### src/rtl/gyro_consts.svh
// Timing counts, frame layout and field positions of the gyro serial port
`ifndef GYRO_CONSTS_SVH
`define GYRO_CONSTS_SVH

// System clock period and least gap between frames, in ns
`define CLK_PERIOD_NS   100
`define FRAME_GAP_NS    100
// Least gap rounded up to whole clock cycles, zero for a zero gap
`define GAP_CYC ((`FRAME_GAP_NS + `CLK_PERIOD_NS - 1) / `CLK_PERIOD_NS)

// Bits in one frame and the word sent in the very first exchange
`define FRAME_BITS      6'h20
`define FIRST_WORD      32'h00000001

// Command opcodes on bits 31:29 (sensor requests only test bit 29)
`define OP_READ         3'h4
`define OP_WRITE        3'h2
`define CMD_SENSOR_BIT  29

// Command field positions
`define IDX_MSB         25
`define IDX_LSB         17
`define WDATA_MSB       16
`define WDATA_LSB       1

// Response fixed headers on bits 31:29 and payload kind codes
`define HDR_READ        3'h2
`define HDR_WRITE       3'h1
`define HDR_ERROR       3'h0
`define KIND_INVALID    2'h0
`define KIND_VALID      2'h1
`define KIND_SELFTEST   2'h2
`define KIND_REGRW      2'h3
// Bits 25:24 of register and error responses, module select constant
`define RW_MARK         2'h2
`define MODULE_SEL      3'h0

`endif

### src/rtl/gyro_pkg.sv
// Types shared by the gyro serial port modules
package gyro_pkg;

   // Port sequencer states
   typedef enum logic [1:0] {
      ST_IDLE,
      ST_FRAME,
      ST_ADDR
   } state_t;

   // Decoded command kinds
   typedef enum logic [1:0] {
      CMD_SENSOR,
      CMD_READ,
      CMD_WRITE,
      CMD_BAD
   } cmd_kind_t;

endpackage : gyro_pkg

### src/rtl/pin_sync.sv
// Three-stage synchroniser that accepts a change once stages 2 and 3 agree
`timescale 1ns/1ps
module pin_sync #(
   parameter int         W    = 1,
   parameter logic [W-1:0] INIT = '0
) (
   input  wire logic         clk,
   input  wire logic         rstn,
   input  wire logic [W-1:0] d,
   output logic      [W-1:0] q
);

   logic [W-1:0] s1_q;   // First stage, read only by the second
   logic [W-1:0] s2_q;   // Second stage
   logic [W-1:0] s3_q;   // Third stage
   logic [W-1:0] q_d;    // Next filtered value

   // Filtered value follows only when the last two stages agree
   for (genvar i = 0; i < W; i++) begin : g_bit
      always_comb begin
         q_d[i] = (s2_q[i] == s3_q[i]) ? s3_q[i] : q[i];
      end
   end

   // Stage registers; reset to the idle level of each pin
   always_ff @(posedge clk or negedge rstn) begin
      if (!rstn) begin
         s1_q <= INIT;
         s2_q <= INIT;
         s3_q <= INIT;
         q    <= INIT;
      end else begin
         s1_q <= d;
         s2_q <= s1_q;
         s3_q <= s2_q;
         q    <= q_d;
      end
   end

endmodule : pin_sync

### src/rtl/resp_format.sv
// Builds one 32-bit response word with both odd check bits
`timescale 1ns/1ps
`include "gyro_consts.svh"
module resp_format
   import gyro_pkg::*;
(
   input  wire cmd_kind_t   kind,
   input  wire logic        spi_err,
   input  wire logic        bad_req,
   input  wire logic        no_data,
   input  wire logic [2:0]  tag,
   input  wire logic [1:0]  status,
   input  wire logic [15:0] data,
   input  wire logic [6:0]  fault,
   output logic      [31:0] word
);

   logic [31:0] body;   // Response with both check bits still zero

   // Pick the layout, then fill in the check bits
   always_comb begin
      body = 32'h00000000;
      if (spi_err || bad_req || no_data || kind == CMD_BAD) begin
         // Error layout wins for any error, sensor requests included
         body = {`HDR_ERROR, 1'b0, `KIND_REGRW, `RW_MARK, `MODULE_SEL,
                 2'h0, spi_err, bad_req, no_data, 8'h00, fault, 1'b0};
      end else if (kind == CMD_SENSOR) begin
         // Echo the tag unchanged, then status, rate and faults
         body = {tag, 1'b0, status, data, 2'h0, fault, 1'b0};
      end else begin
         // Read or write layout, module select fixed at zero
         body = {(kind == CMD_READ) ? `HDR_READ : `HDR_WRITE, 1'b0,
                 `KIND_REGRW, `RW_MARK, `MODULE_SEL, data, 4'h0, 1'b0};
      end
      word = body;
      word[28] = ~^body[31:16];   // Upper half odd, bit 28 still zero
      word[0]  = ~^word[31:1];    // Whole word odd
   end

endmodule : resp_format

### src/rtl/gyro_spi_command_response.sv
// Slave command/response serial port of the rate sensor
// Operation
// - Snapshot sensor data on chip select fall
// - Load prepared response after command, on rise
// - Too short gap flags data unavailable
// - Echo sample tag bits unchanged
// - Module select bits always zero
// - Register index used only for reads/writes
// - Read returns indexed register plus next one
// - Write echoes the written value back
// - Bad bit count or parity sets frame error
// - Any error uses the error response layout
// - Invalid command or register raises access error
// - Payload kind code tells payload type
// - Self-test or PLL fault forces invalid code
// - Upper response half has odd parity
// - Whole response word has odd parity
// - Answer comes in the next exchange
// - First exchange returns word 0x00000001
`timescale 1ns/1ps
`include "gyro_consts.svh"
module gyro_spi_command_response
   import gyro_pkg::*;
#(
   parameter int GAP_CYC = `GAP_CYC   // Least frame gap in clock cycles
) (
   input  wire logic        clk,
   input  wire logic        rstn,
   input  wire logic        cs_n,
   input  wire logic        sclk,
   input  wire logic        mosi,
   output logic             miso,
   output logic             miso_oe_n,
   input  wire logic [15:0] rate_data,
   input  wire logic        selftest_mode,
   input  wire logic        selftest_bad,
   input  wire logic        pll_fault,
   input  wire logic [6:0]  fault_flags,
   output logic      [8:0]  reg_addr,
   input  wire logic [7:0]  reg_rdata_a,
   input  wire logic [7:0]  reg_rdata_b,
   input  wire logic        reg_index_ok,
   input  wire logic        reg_writable,
   output logic             reg_wr_en,
   output logic      [15:0] reg_wr_data
);

   localparam logic [3:0] GAP_MAX = 4'(GAP_CYC);

   // Synchronised pins, bit 2 chip select, bit 1 clock, bit 0 data
   logic [2:0]  pins_s;
   logic        cs_s, sclk_s, mosi_s;
   logic        cs_prev_q, sclk_prev_q;   // Last filtered levels
   logic        cs_fall, cs_rise, sclk_rise, sclk_fall;

   state_t      st_q, st_d;               // Sequencer state
   logic [31:0] rx_q, rx_d;               // Incoming command shifter
   logic [5:0]  cnt_q, cnt_d;             // Rising edges in this frame
   logic [31:0] tx_q, tx_d;               // Outgoing response shifter
   logic        miso_q, miso_d;           // Data pin driver
   logic        oe_n_q, oe_n_d;           // Low while driving
   logic [3:0]  gap_q, gap_d;             // Cycles since chip select rose
   logic        du_q, du_d;               // Gap too short this frame
   logic [31:0] cmd_q, cmd_d;             // Command held for decoding
   logic        ferr_q, ferr_d;           // Bit count or parity error
   logic [15:0] snap_rate_q, snap_rate_d; // Snapshot of sensor data
   logic [6:0]  snap_flt_q, snap_flt_d;
   logic        snap_stb_q, snap_stb_d;
   logic        snap_pll_q, snap_pll_d;
   logic        snap_stm_q, snap_stm_d;
   logic [8:0]  addr_q, addr_d;           // Register index to memory
   logic        wr_en_q, wr_en_d;         // One-cycle write strobe
   logic [15:0] wr_data_q, wr_data_d;

   cmd_kind_t   kind;                     // Decoded held command
   logic        req_err;                  // Access error of held command
   logic [1:0]  status;                   // Payload kind for sensor data
   logic [15:0] payload;                  // Data field of the response
   logic [31:0] resp_word;                // Response built for next frame

   // Map the opcode bits onto a command kind
   function automatic cmd_kind_t decode_kind(input logic [31:0] c);
      if (c[`CMD_SENSOR_BIT])
         return CMD_SENSOR;
      else if (c[31:29] == `OP_READ)
         return CMD_READ;
      else if (c[31:29] == `OP_WRITE)
         return CMD_WRITE;
      else
         return CMD_BAD;
   endfunction : decode_kind

   // All pins come from the master's domain; chip select idles high
   pin_sync #(
      .W    (3),
      .INIT (3'h4)
   ) u_pins (
      .clk  (clk),
      .rstn (rstn),
      .d    ({cs_n, sclk, mosi}),
      .q    (pins_s)
   );

   assign cs_s      = pins_s[2];
   assign sclk_s    = pins_s[1];
   assign mosi_s    = pins_s[0];
   assign cs_fall   = cs_prev_q & ~cs_s;
   assign cs_rise   = ~cs_prev_q & cs_s;
   // Clock edges only count inside a frame
   assign sclk_rise = ~cs_s & ~sclk_prev_q & sclk_s;
   assign sclk_fall = ~cs_s & sclk_prev_q & ~sclk_s;

   // Decode of the held command against the memory's answers
   always_comb begin
      kind    = decode_kind(cmd_q);
      // Index checks only for register commands
      req_err = (kind == CMD_BAD) ||
                ((kind != CMD_SENSOR) && !reg_index_ok) ||
                ((kind == CMD_WRITE) && !reg_writable);
      // Self-test or PLL trouble marks the rate invalid
      if (snap_stb_q || snap_pll_q)
         status = `KIND_INVALID;
      else if (snap_stm_q)
         status = `KIND_SELFTEST;
      else
         status = `KIND_VALID;
      case (kind)
         CMD_READ:   payload = {reg_rdata_a, reg_rdata_b};
         CMD_WRITE:  payload = cmd_q[`WDATA_MSB:`WDATA_LSB];
         default:    payload = snap_rate_q;
      endcase
   end

   resp_format u_fmt (
      .kind    (kind),
      .spi_err (ferr_q),
      .bad_req (req_err & ~ferr_q),
      .no_data (du_q),
      .tag     ({cmd_q[28], cmd_q[31:30]}),
      .status  (status),
      .data    (payload),
      .fault   (snap_flt_q),
      .word    (resp_word)
   );

   // Next values of the sequencer and shifters
   always_comb begin
      st_d        = st_q;
      rx_d        = rx_q;
      cnt_d       = cnt_q;
      tx_d        = tx_q;
      miso_d      = miso_q;
      oe_n_d      = oe_n_q;
      gap_d       = (gap_q < GAP_MAX) ? gap_q + 4'h1 : gap_q;
      du_d        = du_q;
      cmd_d       = cmd_q;
      ferr_d      = ferr_q;
      snap_rate_d = snap_rate_q;
      snap_flt_d  = snap_flt_q;
      snap_stb_d  = snap_stb_q;
      snap_pll_d  = snap_pll_q;
      snap_stm_d  = snap_stm_q;
      addr_d      = addr_q;
      wr_en_d     = 1'b0;
      wr_data_d   = wr_data_q;
      case (st_q)
         ST_IDLE: begin
            if (cs_fall) begin
               // Freeze sensor state for the answer to this command
               snap_rate_d = rate_data;
               snap_flt_d  = fault_flags;
               snap_stb_d  = selftest_bad;
               snap_pll_d  = pll_fault;
               snap_stm_d  = selftest_mode;
               // Master broke the least gap; report it
               du_d   = (gap_q < GAP_MAX);
               cnt_d  = 6'h00;
               miso_d = tx_q[31];   // MSB ready before the first rise
               oe_n_d = 1'b0;
               st_d   = ST_FRAME;
            end
         end
         ST_FRAME: begin
            if (cs_rise) begin
               // Frame closed: hold command, judge count and parity
               oe_n_d = 1'b1;
               cmd_d  = rx_q;
               ferr_d = (cnt_q != `FRAME_BITS) || !(^rx_q);
               addr_d = rx_q[`IDX_MSB:`IDX_LSB];
               gap_d  = 4'h0;
               st_d   = ST_ADDR;
            end else begin
               if (sclk_rise) begin
                  // Sample on rising edges, MSB first
                  rx_d  = {rx_q[30:0], mosi_s};
                  cnt_d = (cnt_q == 6'h3F) ? cnt_q : cnt_q + 6'h01;
               end
               if (sclk_fall) begin
                  // Change output on falling edges
                  tx_d   = {tx_q[30:0], 1'b0};
                  miso_d = tx_q[30];
               end
            end
         end
         ST_ADDR: begin
            // Memory answered for addr_q; prepare next exchange
            tx_d = resp_word;
            if (kind == CMD_WRITE && !req_err && !ferr_q) begin
               wr_en_d   = 1'b1;
               wr_data_d = cmd_q[`WDATA_MSB:`WDATA_LSB];
            end
            st_d = ST_IDLE;
         end
         default: st_d = ST_IDLE;
      endcase
   end

   // State registers; the first word waits in the shifter
   always_ff @(posedge clk or negedge rstn) begin
      if (!rstn) begin
         cs_prev_q   <= 1'b1;
         sclk_prev_q <= 1'b0;
         st_q        <= ST_IDLE;
         rx_q        <= 32'h00000000;
         cnt_q       <= 6'h00;
         tx_q        <= `FIRST_WORD;
         miso_q      <= 1'b0;
         oe_n_q      <= 1'b1;
         gap_q       <= 4'hF;
         du_q        <= 1'b0;
         cmd_q       <= 32'h00000000;
         ferr_q      <= 1'b0;
         snap_rate_q <= 16'h0000;
         snap_flt_q  <= 7'h00;
         snap_stb_q  <= 1'b0;
         snap_pll_q  <= 1'b0;
         snap_stm_q  <= 1'b0;
         addr_q      <= 9'h000;
         wr_en_q     <= 1'b0;
         wr_data_q   <= 16'h0000;
      end else begin
         cs_prev_q   <= cs_s;
         sclk_prev_q <= sclk_s;
         st_q        <= st_d;
         rx_q        <= rx_d;
         cnt_q       <= cnt_d;
         tx_q        <= tx_d;
         miso_q      <= miso_d;
         oe_n_q      <= oe_n_d;
         gap_q       <= gap_d;
         du_q        <= du_d;
         cmd_q       <= cmd_d;
         ferr_q      <= ferr_d;
         snap_rate_q <= snap_rate_d;
         snap_flt_q  <= snap_flt_d;
         snap_stb_q  <= snap_stb_d;
         snap_pll_q  <= snap_pll_d;
         snap_stm_q  <= snap_stm_d;
         addr_q      <= addr_d;
         wr_en_q     <= wr_en_d;
         wr_data_q   <= wr_data_d;
      end
   end

   assign miso        = miso_q;
   assign miso_oe_n   = oe_n_q;
   assign reg_addr    = addr_q;
   assign reg_wr_en   = wr_en_q;
   assign reg_wr_data = wr_data_q;
endmodule : gyro_spi_command_response

### config.mk
export PLATFORM = sky130hd
export DESIGN_NAME = gyro_spi_command_response
export DESIGN_NICKNAME = d
export VERILOG_FILES = /design/src/rtl/gyro_pkg.sv /design/src/rtl/pin_sync.sv /design/src/rtl/resp_format.sv /design/src/rtl/gyro_spi_command_response.sv
export VERILOG_INCLUDE_DIRS = /design/src /design/src/rtl
export SDC_FILE = /design/constraint.sdc
export NUM_CORES = 1
export LEC_CHECK = 0
export BUFFER_PORTS_ARGS = -buffer_cell sky130_fd_sc_hd__buf_2
export CELL_PAD_IN_SITES_DETAIL_PLACEMENT = 2
export CELL_PAD_IN_SITES_GLOBAL_PLACEMENT = 2
export CORE_AREA = 4 4 155 157
export DETAILED_ROUTE_END_ITERATION = 6
export DIE_AREA = 0 0 159 161
export HOLD_SLACK_MARGIN = 0.1
export PLACE_DENSITY_LB_ADDON = 0.1
export SYNTH_ARGS = -nofsm -noshare
export SYNTH_HDL_FRONTEND = slang
export SYNTH_SLANG_ARGS = --single-unit
export TNS_END_PERCENT = 50
### constraint.sdc
create_clock -name clk -period 2 [get_ports clk]
set_input_delay 0.1 -clock clk [delete_from_list [all_inputs] [get_ports clk]]
set_output_delay 0.1 -clock clk [all_outputs]
set_load 0.01 [all_outputs]
Yosys cells after proc, flatten, opt, wreduce, memory -nomap -nowiden
Cells that the tools add are included.
{"block": "word_totals", "ff_bits": 178, "in_bits": 49, "word_cells": 125}
{"block": "op_classes", "add_sub_neg": 2, "n_lt_le_gt_ge": 1, "n_eq_ne": 18, "mux": 32, "n_bitwise": 13, "reduce_logical": 33}
{"cell": "32-bit two-way mux", "n": 4}
{"cell": "32-bit one-hot mux with 2 select lines", "n": 1}
{"cell": "16-bit one-hot mux with 2 select lines", "n": 1}
{"cell": "32-bit parity", "n": 1}
{"cell": "31-bit XNOR reduction", "n": 1}
{"cell": "6-bit two-way mux", "n": 4}
{"cell": "16-bit XNOR reduction", "n": 1}
{"cell": "2-bit two-way mux", "n": 7}
{"cell": "4-bit two-way mux", "n": 3}
{"cell": "2-bit inequality test, second input constant", "n": 6}
{"cell": "6-bit one-hot mux with 2 select lines", "n": 1}
{"cell": "3-bit AND reduction", "n": 3}
{"cell": "1-bit two-way mux", "n": 8}
{"cell": "2-bit AND reduction", "n": 4}
{"cell": "1-bit bitwise AND", "n": 7}
{"cell": "1-bit logical OR", "n": 7}
{"cell": "6-bit by 1-bit adder with 6-bit output, second input constant", "n": 1}
{"cell": "2-bit equality test, second input constant", "n": 3}
{"cell": "6-bit equality test, second input constant", "n": 1}
{"cell": "6-bit inequality test, second input constant", "n": 1}
{"cell": "1-bit inverter", "n": 6}
{"cell": "2-bit nonzero test", "n": 3}
{"cell": "1-bit logical NOT", "n": 5}
{"cell": "5-bit AND reduction", "n": 1}
{"cell": "other kinds (11)", "n": 19}

Logic depth before layout (Yosys ltp)
{"block": "logic_depth", "depth_word": 16, "mapped_depth": 12, "ltp_nobuf": 9}

Modules after synthesis
From an unflattened synthesis, not the netlist that was laid out.
{"block": "hier_totals", "cells_unflattened": 677, "hier_area_um2": 8081.5}
{"mod": "gyro_spi_command_response", "instances": 1, "cells_per_inst": 542, "area_each_um2": 6867.8, "seq_area_each_um2": 3862.5}
{"mod": "resp_format", "instances": 1, "cells_per_inst": 120, "area_each_um2": 874.6, "seq_area_each_um2": 0.0}
{"mod": "pin_sync", "instances": 1, "cells_per_inst": 15, "area_each_um2": 339.1, "seq_area_each_um2": 305.3}

Worst setup path before layout
No wires, ideal clock.
{"block": "synth_timing", "kind": "register -> register", "start": "register cmd_q[30]", "end": "register tx_q[28]", "arrival_ns": 2.061, "path_slack_ns": -0.202, "stages_incl_launch_ff": 12, "synth_period_minus_slack_ns": 2.202, "path_cell_list": "dfrtp_1 > buf_6 > buf_6 > buf_4 > mux2i_1 > a211oi_1 > a21oi_1 > o21bai_1 > xnor3_1 > xor2_1 > nor2_1 > a31oi_1"}
{"block": "synth_between", "elab_chain_len": 15, "word_cells_on_any_way": 24, "classes_between": "eq/ne (5); mux (8); bitwise (1); reduce/logical (10)"}
{"item": "from (decl)", "line_no": "gyro_spi_command_response.sv:64", "text": "logic [31:0] cmd_q, cmd_d;"}
{"item": "from (signal assigned)", "line_no": "gyro_spi_command_response.sv:252", "text": "cmd_q <= cmd_d;"}
{"item": "3-bit by 2-bit equality test with 1-bit output (no line)"}
{"item": "1-bit two-way mux", "line_no": "gyro_spi_command_response.sv:87", "text": "else if (c[31:29] == `OP_WRITE)"}
{"item": "2-bit two-way mux", "line_no": "gyro_spi_command_response.sv:85", "text": "else if (c[31:29] == `OP_READ)"}
{"item": "2-bit two-way mux", "line_no": "gyro_spi_command_response.sv:83", "text": "if (c[`CMD_SENSOR_BIT])"}
{"item": "2-bit nonzero test", "line_no": "gyro_spi_command_response.sv:118", "text": "((kind != CMD_SENSOR) && !reg_index_ok) ||"}
{"item": "1-bit logical AND", "line_no": "gyro_spi_command_response.sv:118"}
{"item": "1-bit logical OR", "line_no": "gyro_spi_command_response.sv:117", "text": "req_err = (kind == CMD_BAD) ||"}
{"item": "1-bit logical OR", "line_no": "gyro_spi_command_response.sv:118"}
{"item": "1-bit bitwise AND", "line_no": "gyro_spi_command_response.sv:137", "text": ".bad_req (req_err & ~ferr_q),"}
{"item": "1-bit logical OR (3 in series)", "line_no": "resp_format.sv:23", "text": "if (spi_err || bad_req || no_data || kind == CMD_BAD) begin"}
{"item": "32-bit two-way mux *", "line_no": "resp_format.sv:23"}
{"item": "16-bit XNOR reduction *", "line_no": "resp_format.sv:36", "text": "word[28] = ~^body[31:16];"}
{"item": "32-bit one-hot mux with 2 select lines *", "line_no": "gyro_spi_command_response.sv:166", "text": "case (st_q)"}
{"item": "to (signal assigned)", "line_no": "gyro_spi_command_response.sv:226", "text": "tx_q <= `FIRST_WORD;"}
{"item": "to (signal assigned)", "line_no": "gyro_spi_command_response.sv:247", "text": "tx_q <= tx_d;"}
{"item": "to (decl)", "line_no": "gyro_spi_command_response.sv:59", "text": "logic [31:0] tx_q, tx_d;"}
Mark *: on every way between the ends. The rest lies on a longest branch, timed or not.
A chain may end at the register's enable or synchronous reset.

Worst setup path after layout
{"block": "layout_timing", "start": "register cmd_q[31]", "end": "register tx_q[28]"}
Same word-level chain as after synthesis.

==> impl_metrics.py <==
metrics = {
    "outcome": {
        "run_status": "complete, but fails checks",
        "failing_checks": "setup timing",
    },
    "floorplanning": {
        "rows": 55,
        "die-height_um": 161,
        "floorplan.die.width_um": 159,
        "start_util_pct": 35.6,
        "design.die.area_um2": 25600,
        "top_level_ports": 77,
        "core_um2": 22500,
    },
    "placed_design": {
        "gpl.final_weighted_congestion": 0.830,
        "port-buffer-count": 76,
        "place_hpwl_mm": 17.4,
        "dp_worst_setup_slack_ps": -475,
    },
    "grt": {
        "global_route_wire_length_before_repair_mm": 39.4,
        "globalRoute.busiestLayer": "met2",
        "maximum_number_of_pins_on_one_net_before_global_route_repair": 59,
        "met3_usage_pct": 3.19,
        "grt.met2_usage_pct": 34.5,
        "grt_usage_pct": 19.3,
        "grt_antenna_before_repair": 0,
        "globalRouteMet1Util_pct": 24.6,
        "first_global_vias": 6941,
        "overflow": 0,
    },
    "critical_path": {
        "worstReg2RegEnd": "tx_q[28]",
        "crit_path_top_delay_cell": "dfrtp_2",
        "max_stage_delay_ps": 430,
        "r2r_slack_ps": -460,
        "cpLargestDelayFamily": "XOR/XNOR gates",
        "cp.buffers_inverters": 3,
        "criticalPathCategory": "flip-flop to flip-flop",
        "worstPathCellList": "buf_4, xnor3_2, xnor2_1, nor2_1, o32ai_2, a21oi_1, nor2_1, buf_4, buf_4, xor2_1, nor2_1, a31oi_1",
        "crit-reg2reg-launch": "cmd_q[31]",
        "worst-endpoint-required_ps": 2340,
        "critical_path.endpoint_type": "flip-flop",
        "setup.worst_path.start_class": "flip-flop",
        "crit_arrival_ps": 2800,
        "timing.critical_path.fanout_max": 4,
        "rr_worst_depth": 12,
    },
    "synth": {
        "synth_seq_area_share_pct": 52.0,
        "syn_avg_cell_area_um2": 11.5,
        "post_synth_arst_share_pct": 100,
        "post_synth_inst_count": 698,
        "edff_count_synth": 0,
        "synth.lib_cells_used.distinct": 52,
        "syn-cell-area_um2": 8010,
        "yosys_warnings": 0,
        "ys_seq_elements": 166,
        "synth-main-ff-cell": "dfrtp_1",
        "syn-num-nets": 751,
    },
    "drt": {
        "final_antenna_net_count": 0,
        "detailedRoute.firstPassIterationCount": 4,
        "viasPerCell": 5.06,
        "drt_first_iter_violations": 158,
        "wl_per_cell_um": 20.8,
        "wl_mm": 24.4,
        "vias": 5945,
        "drcViolationCount": 0,
    },
    "final_layout": {
        "final_common_cell": "dfrtp_1",
        "finish.utilization_pct": 46.4,
        "fillCellCount": 2284,
        "final_net_count": 929,
        "layout.cells.most_common_list": "dfrtp_1, mux2_2, buf_4, buf_2, nand2_1",
        "syn2layout_area_growth_pct": 30.4,
        "diodes": 0,
        "layout-drive-gt1-share_pct": 41.1,
    },
    "cts": {
        "tritoncts_num_sinks": 166,
        "tritoncts.num_buffers": 17,
        "clock_tree.buffer_depth": 2,
        "clkSlewWorstSetupHoldPaths_ps": 70,
        "clock_tree.root_cell": "clkbuf_16",
        "insertion_delay_of_the_later_clocked_pin_in_the_worst_skew_pair_ps": 440,
        "cts_tree": "yes",
        "cts_max_level": 4,
    },
    "pwr": {
        "sw_frac_of_total_pct": 34.7,
        "p_leak_nw": 4.77,
        "power.switching_mw": 4.41,
        "sequentialPowerShare_pct": 38.0,
        "internal-power_mw": 8.31,
        "pwr-share-clk_pct": 26.2,
        "irDropWorstVdd_mv": 0.490,
        "combPwrFrac_pct": 35.8,
        "final_total_power_mw": 12.7,
        "cellPowerDensity_nw_per_um2": 1220,
    },
    "sta": {
        "fmax_mhz": 407,
        "timing.final.hold_violations": 0,
        "finalClockSkew_ps": 15.6,
        "setup-tns-final_ps": -4080,
        "slew_headroom_pct": 56.2,
        "fin_crit_sh_pct": 123,
        "tightestPinTransition_ps": 651,
        "grt_setup_unrepaired": "yes",
        "worst_hold_margin_ps": 206,
        "final-setup-viol-count": 18,
        "final.min_clock_period_ps": 2460,
        "maxSlewViolCount": 0,
        "setup_slack_ps": -457,
    },
    "flow_run": {
        "number_of_maximum_capacitance_violations": 0,
    },
    "hold_path": {
        "min-delay-path-class": "input port to asynchronous set/reset pin",
    },
}
## routing by layer
layer  vias to the layer above  part of all wire [%]
li1                       2793                     -
met1                      3069                    44
met2                        65                    52
met3                        18                   2.2
met4                         0                   1.2
met5                         -                     0
## final cells by class
cell class,instances,area [um^2],share of cell area (%)
Clock inverter,14,154,1.47
Multi-Input combinational cell,476,3720,35.6
Clock buffer,18,439,4.21
Tap cell,285,357,3.42
Inverter,8,30.0,0.288
Sequential cell,166,4170,40.0
Timing Repair Buffer,207,1570,15.0
## logic make-up (layout without fill, tap and decap cells)
kind of cell | Yosys count | after routing | share of synthesized area [%]
AOI/OAI and AO/OA | 114 | 114 | 8.86
xor gates and xnor gates | 63 | 63 | 7.58
adders and majority gates | 7 | 7 | 1.00
buffers and inverters | 56 | 247 | 3.47
DFF | 166 | 166 | 52.0
muxes | 129 | 129 | 17.8
and+or+nand+nor | 163 | 163 | 9.28
## synth_stat cells, types with 2 or more instances
library cell / instances / area (um^2)
o32ai_1: 3 / 26.3
clkbuf_1: 23 / 86.3
xnor2_1: 49 / 429
or2_2: 2 / 12.5
or3_1: 2 / 12.5
buf_6: 2 / 22.5
xor2_1: 10 / 87.6
ha_1: 4 / 50.1
inv_1: 8 / 30.0
xnor3_1: 4 / 90.1
o21ai_1: 4 / 20.0
buf_1: 5 / 18.8
o311ai_0: 2 / 17.5
mux2_2: 105 / 1180
nor2b_1: 8 / 50.1
dfrtp_1: 155 / 3880
a21boi_1: 2 / 15.0
nand2b_1: 12 / 75.1
mux2i_1: 24 / 240
nand3b_1: 3 / 22.5
buf_4: 11 / 82.6
buf_2: 6 / 30.0
a21oi_1: 31 / 155
nand2_1: 62 / 233
o221ai_1: 3 / 26.3
a32o_1: 2 / 20.0
o21ai_0: 23 / 115
o22a_1: 2 / 17.5
dfstp_2: 11 / 289
nor2_1: 47 / 176
nor3b_1: 2 / 15.0
a31oi_1: 17 / 106
a211oi_1: 8 / 60.1
maj3_1: 3 / 30.0
o22ai_1: 8 / 50.1
or3b_2: 3 / 26.3
nand3_1: 10 / 50.1
nor3_1: 8 / 40.0
## worst register-to-register path, cell delays in order, from the launching register on
cell	delay, ps
dfrtp_2	430
buf_4	140
xnor3_2	420
xnor2_1	250
nor2_1	120
o32ai_2	140
a21oi_1	100
nor2_1	170
buf_4	140
buf_4	90
xor2_1	160
nor2_1	60
a31oi_1	140
## state kept, by name, summed over array words and instances (netlist names), 2 cells and up
| name | cells |
|---|---|
| cmd_q | 29 |
| cnt_q | 6 |
| gap_q | 4 |
| reg_wr_data | 16 |
| rx_q | 32 |
| snap_flt_q | 7 |
| snap_rate_q | 16 |
| st_q | 2 |
| tx_q | 32 |
| u_pins.q | 3 |
| u_pins.s1_q | 3 |
| u_pins.s2_q | 3 |
| u_pins.s3_q | 3 |
## worst max-delay path by stage
| stage | start | to | slack (ps) | depth (start not counted) |
|---|---|---|---|---|
| finish | cmd_q[31] | tx_q[28] | -460 | 12 |
| global route | cmd_q[30] | tx_q[0] | -620 | 10 |
| floorplan | cmd_q[30] | tx_q[28] | -180 | 11 |
| CTS | snap_pll_q | tx_q[0] | -480 | 9 |
| global placement | cmd_q[30] | tx_q[0] | -330 | 10 |
| detailed placement | cmd_q[30] | tx_q[0] | -480 | 10 |
## stage by stage
stage / cell area, um^2 / cells
6_report: 10400 / 1174
4_1_cts: 10300 / 1167
3_5_place_dp: 9300 / 1100
2_1_floorplan: 8050 / 698
3_3_place_gp: 9300 / 1100
5_1_grt: 10400 / 1174
## timing repair
action / in CTS / in global routing
setup endpoints to repair: 19 / 32
resized for setup: 15 / 23
setup buffers: 4 / 7
hold buffers: 30 / 0
pin swaps: 10 / 16
cloned: 1 / 0
hold endpoints to repair: 80 / 0
## power by group through the flow
stage          Clock [mW]  Sequential, mW  Combinational [mW]
2_1_floorplan           0            4.69                2.65
5_1_grt              3.56            4.96                5.00
6_report             3.33            4.84                4.55
4_1_cts              3.42            4.85                4.43
3_3_place_gp            0            4.84                4.08
3_5_place_dp            0            4.90                4.26
No activity file was read; power rests on OpenSTA's default activity.
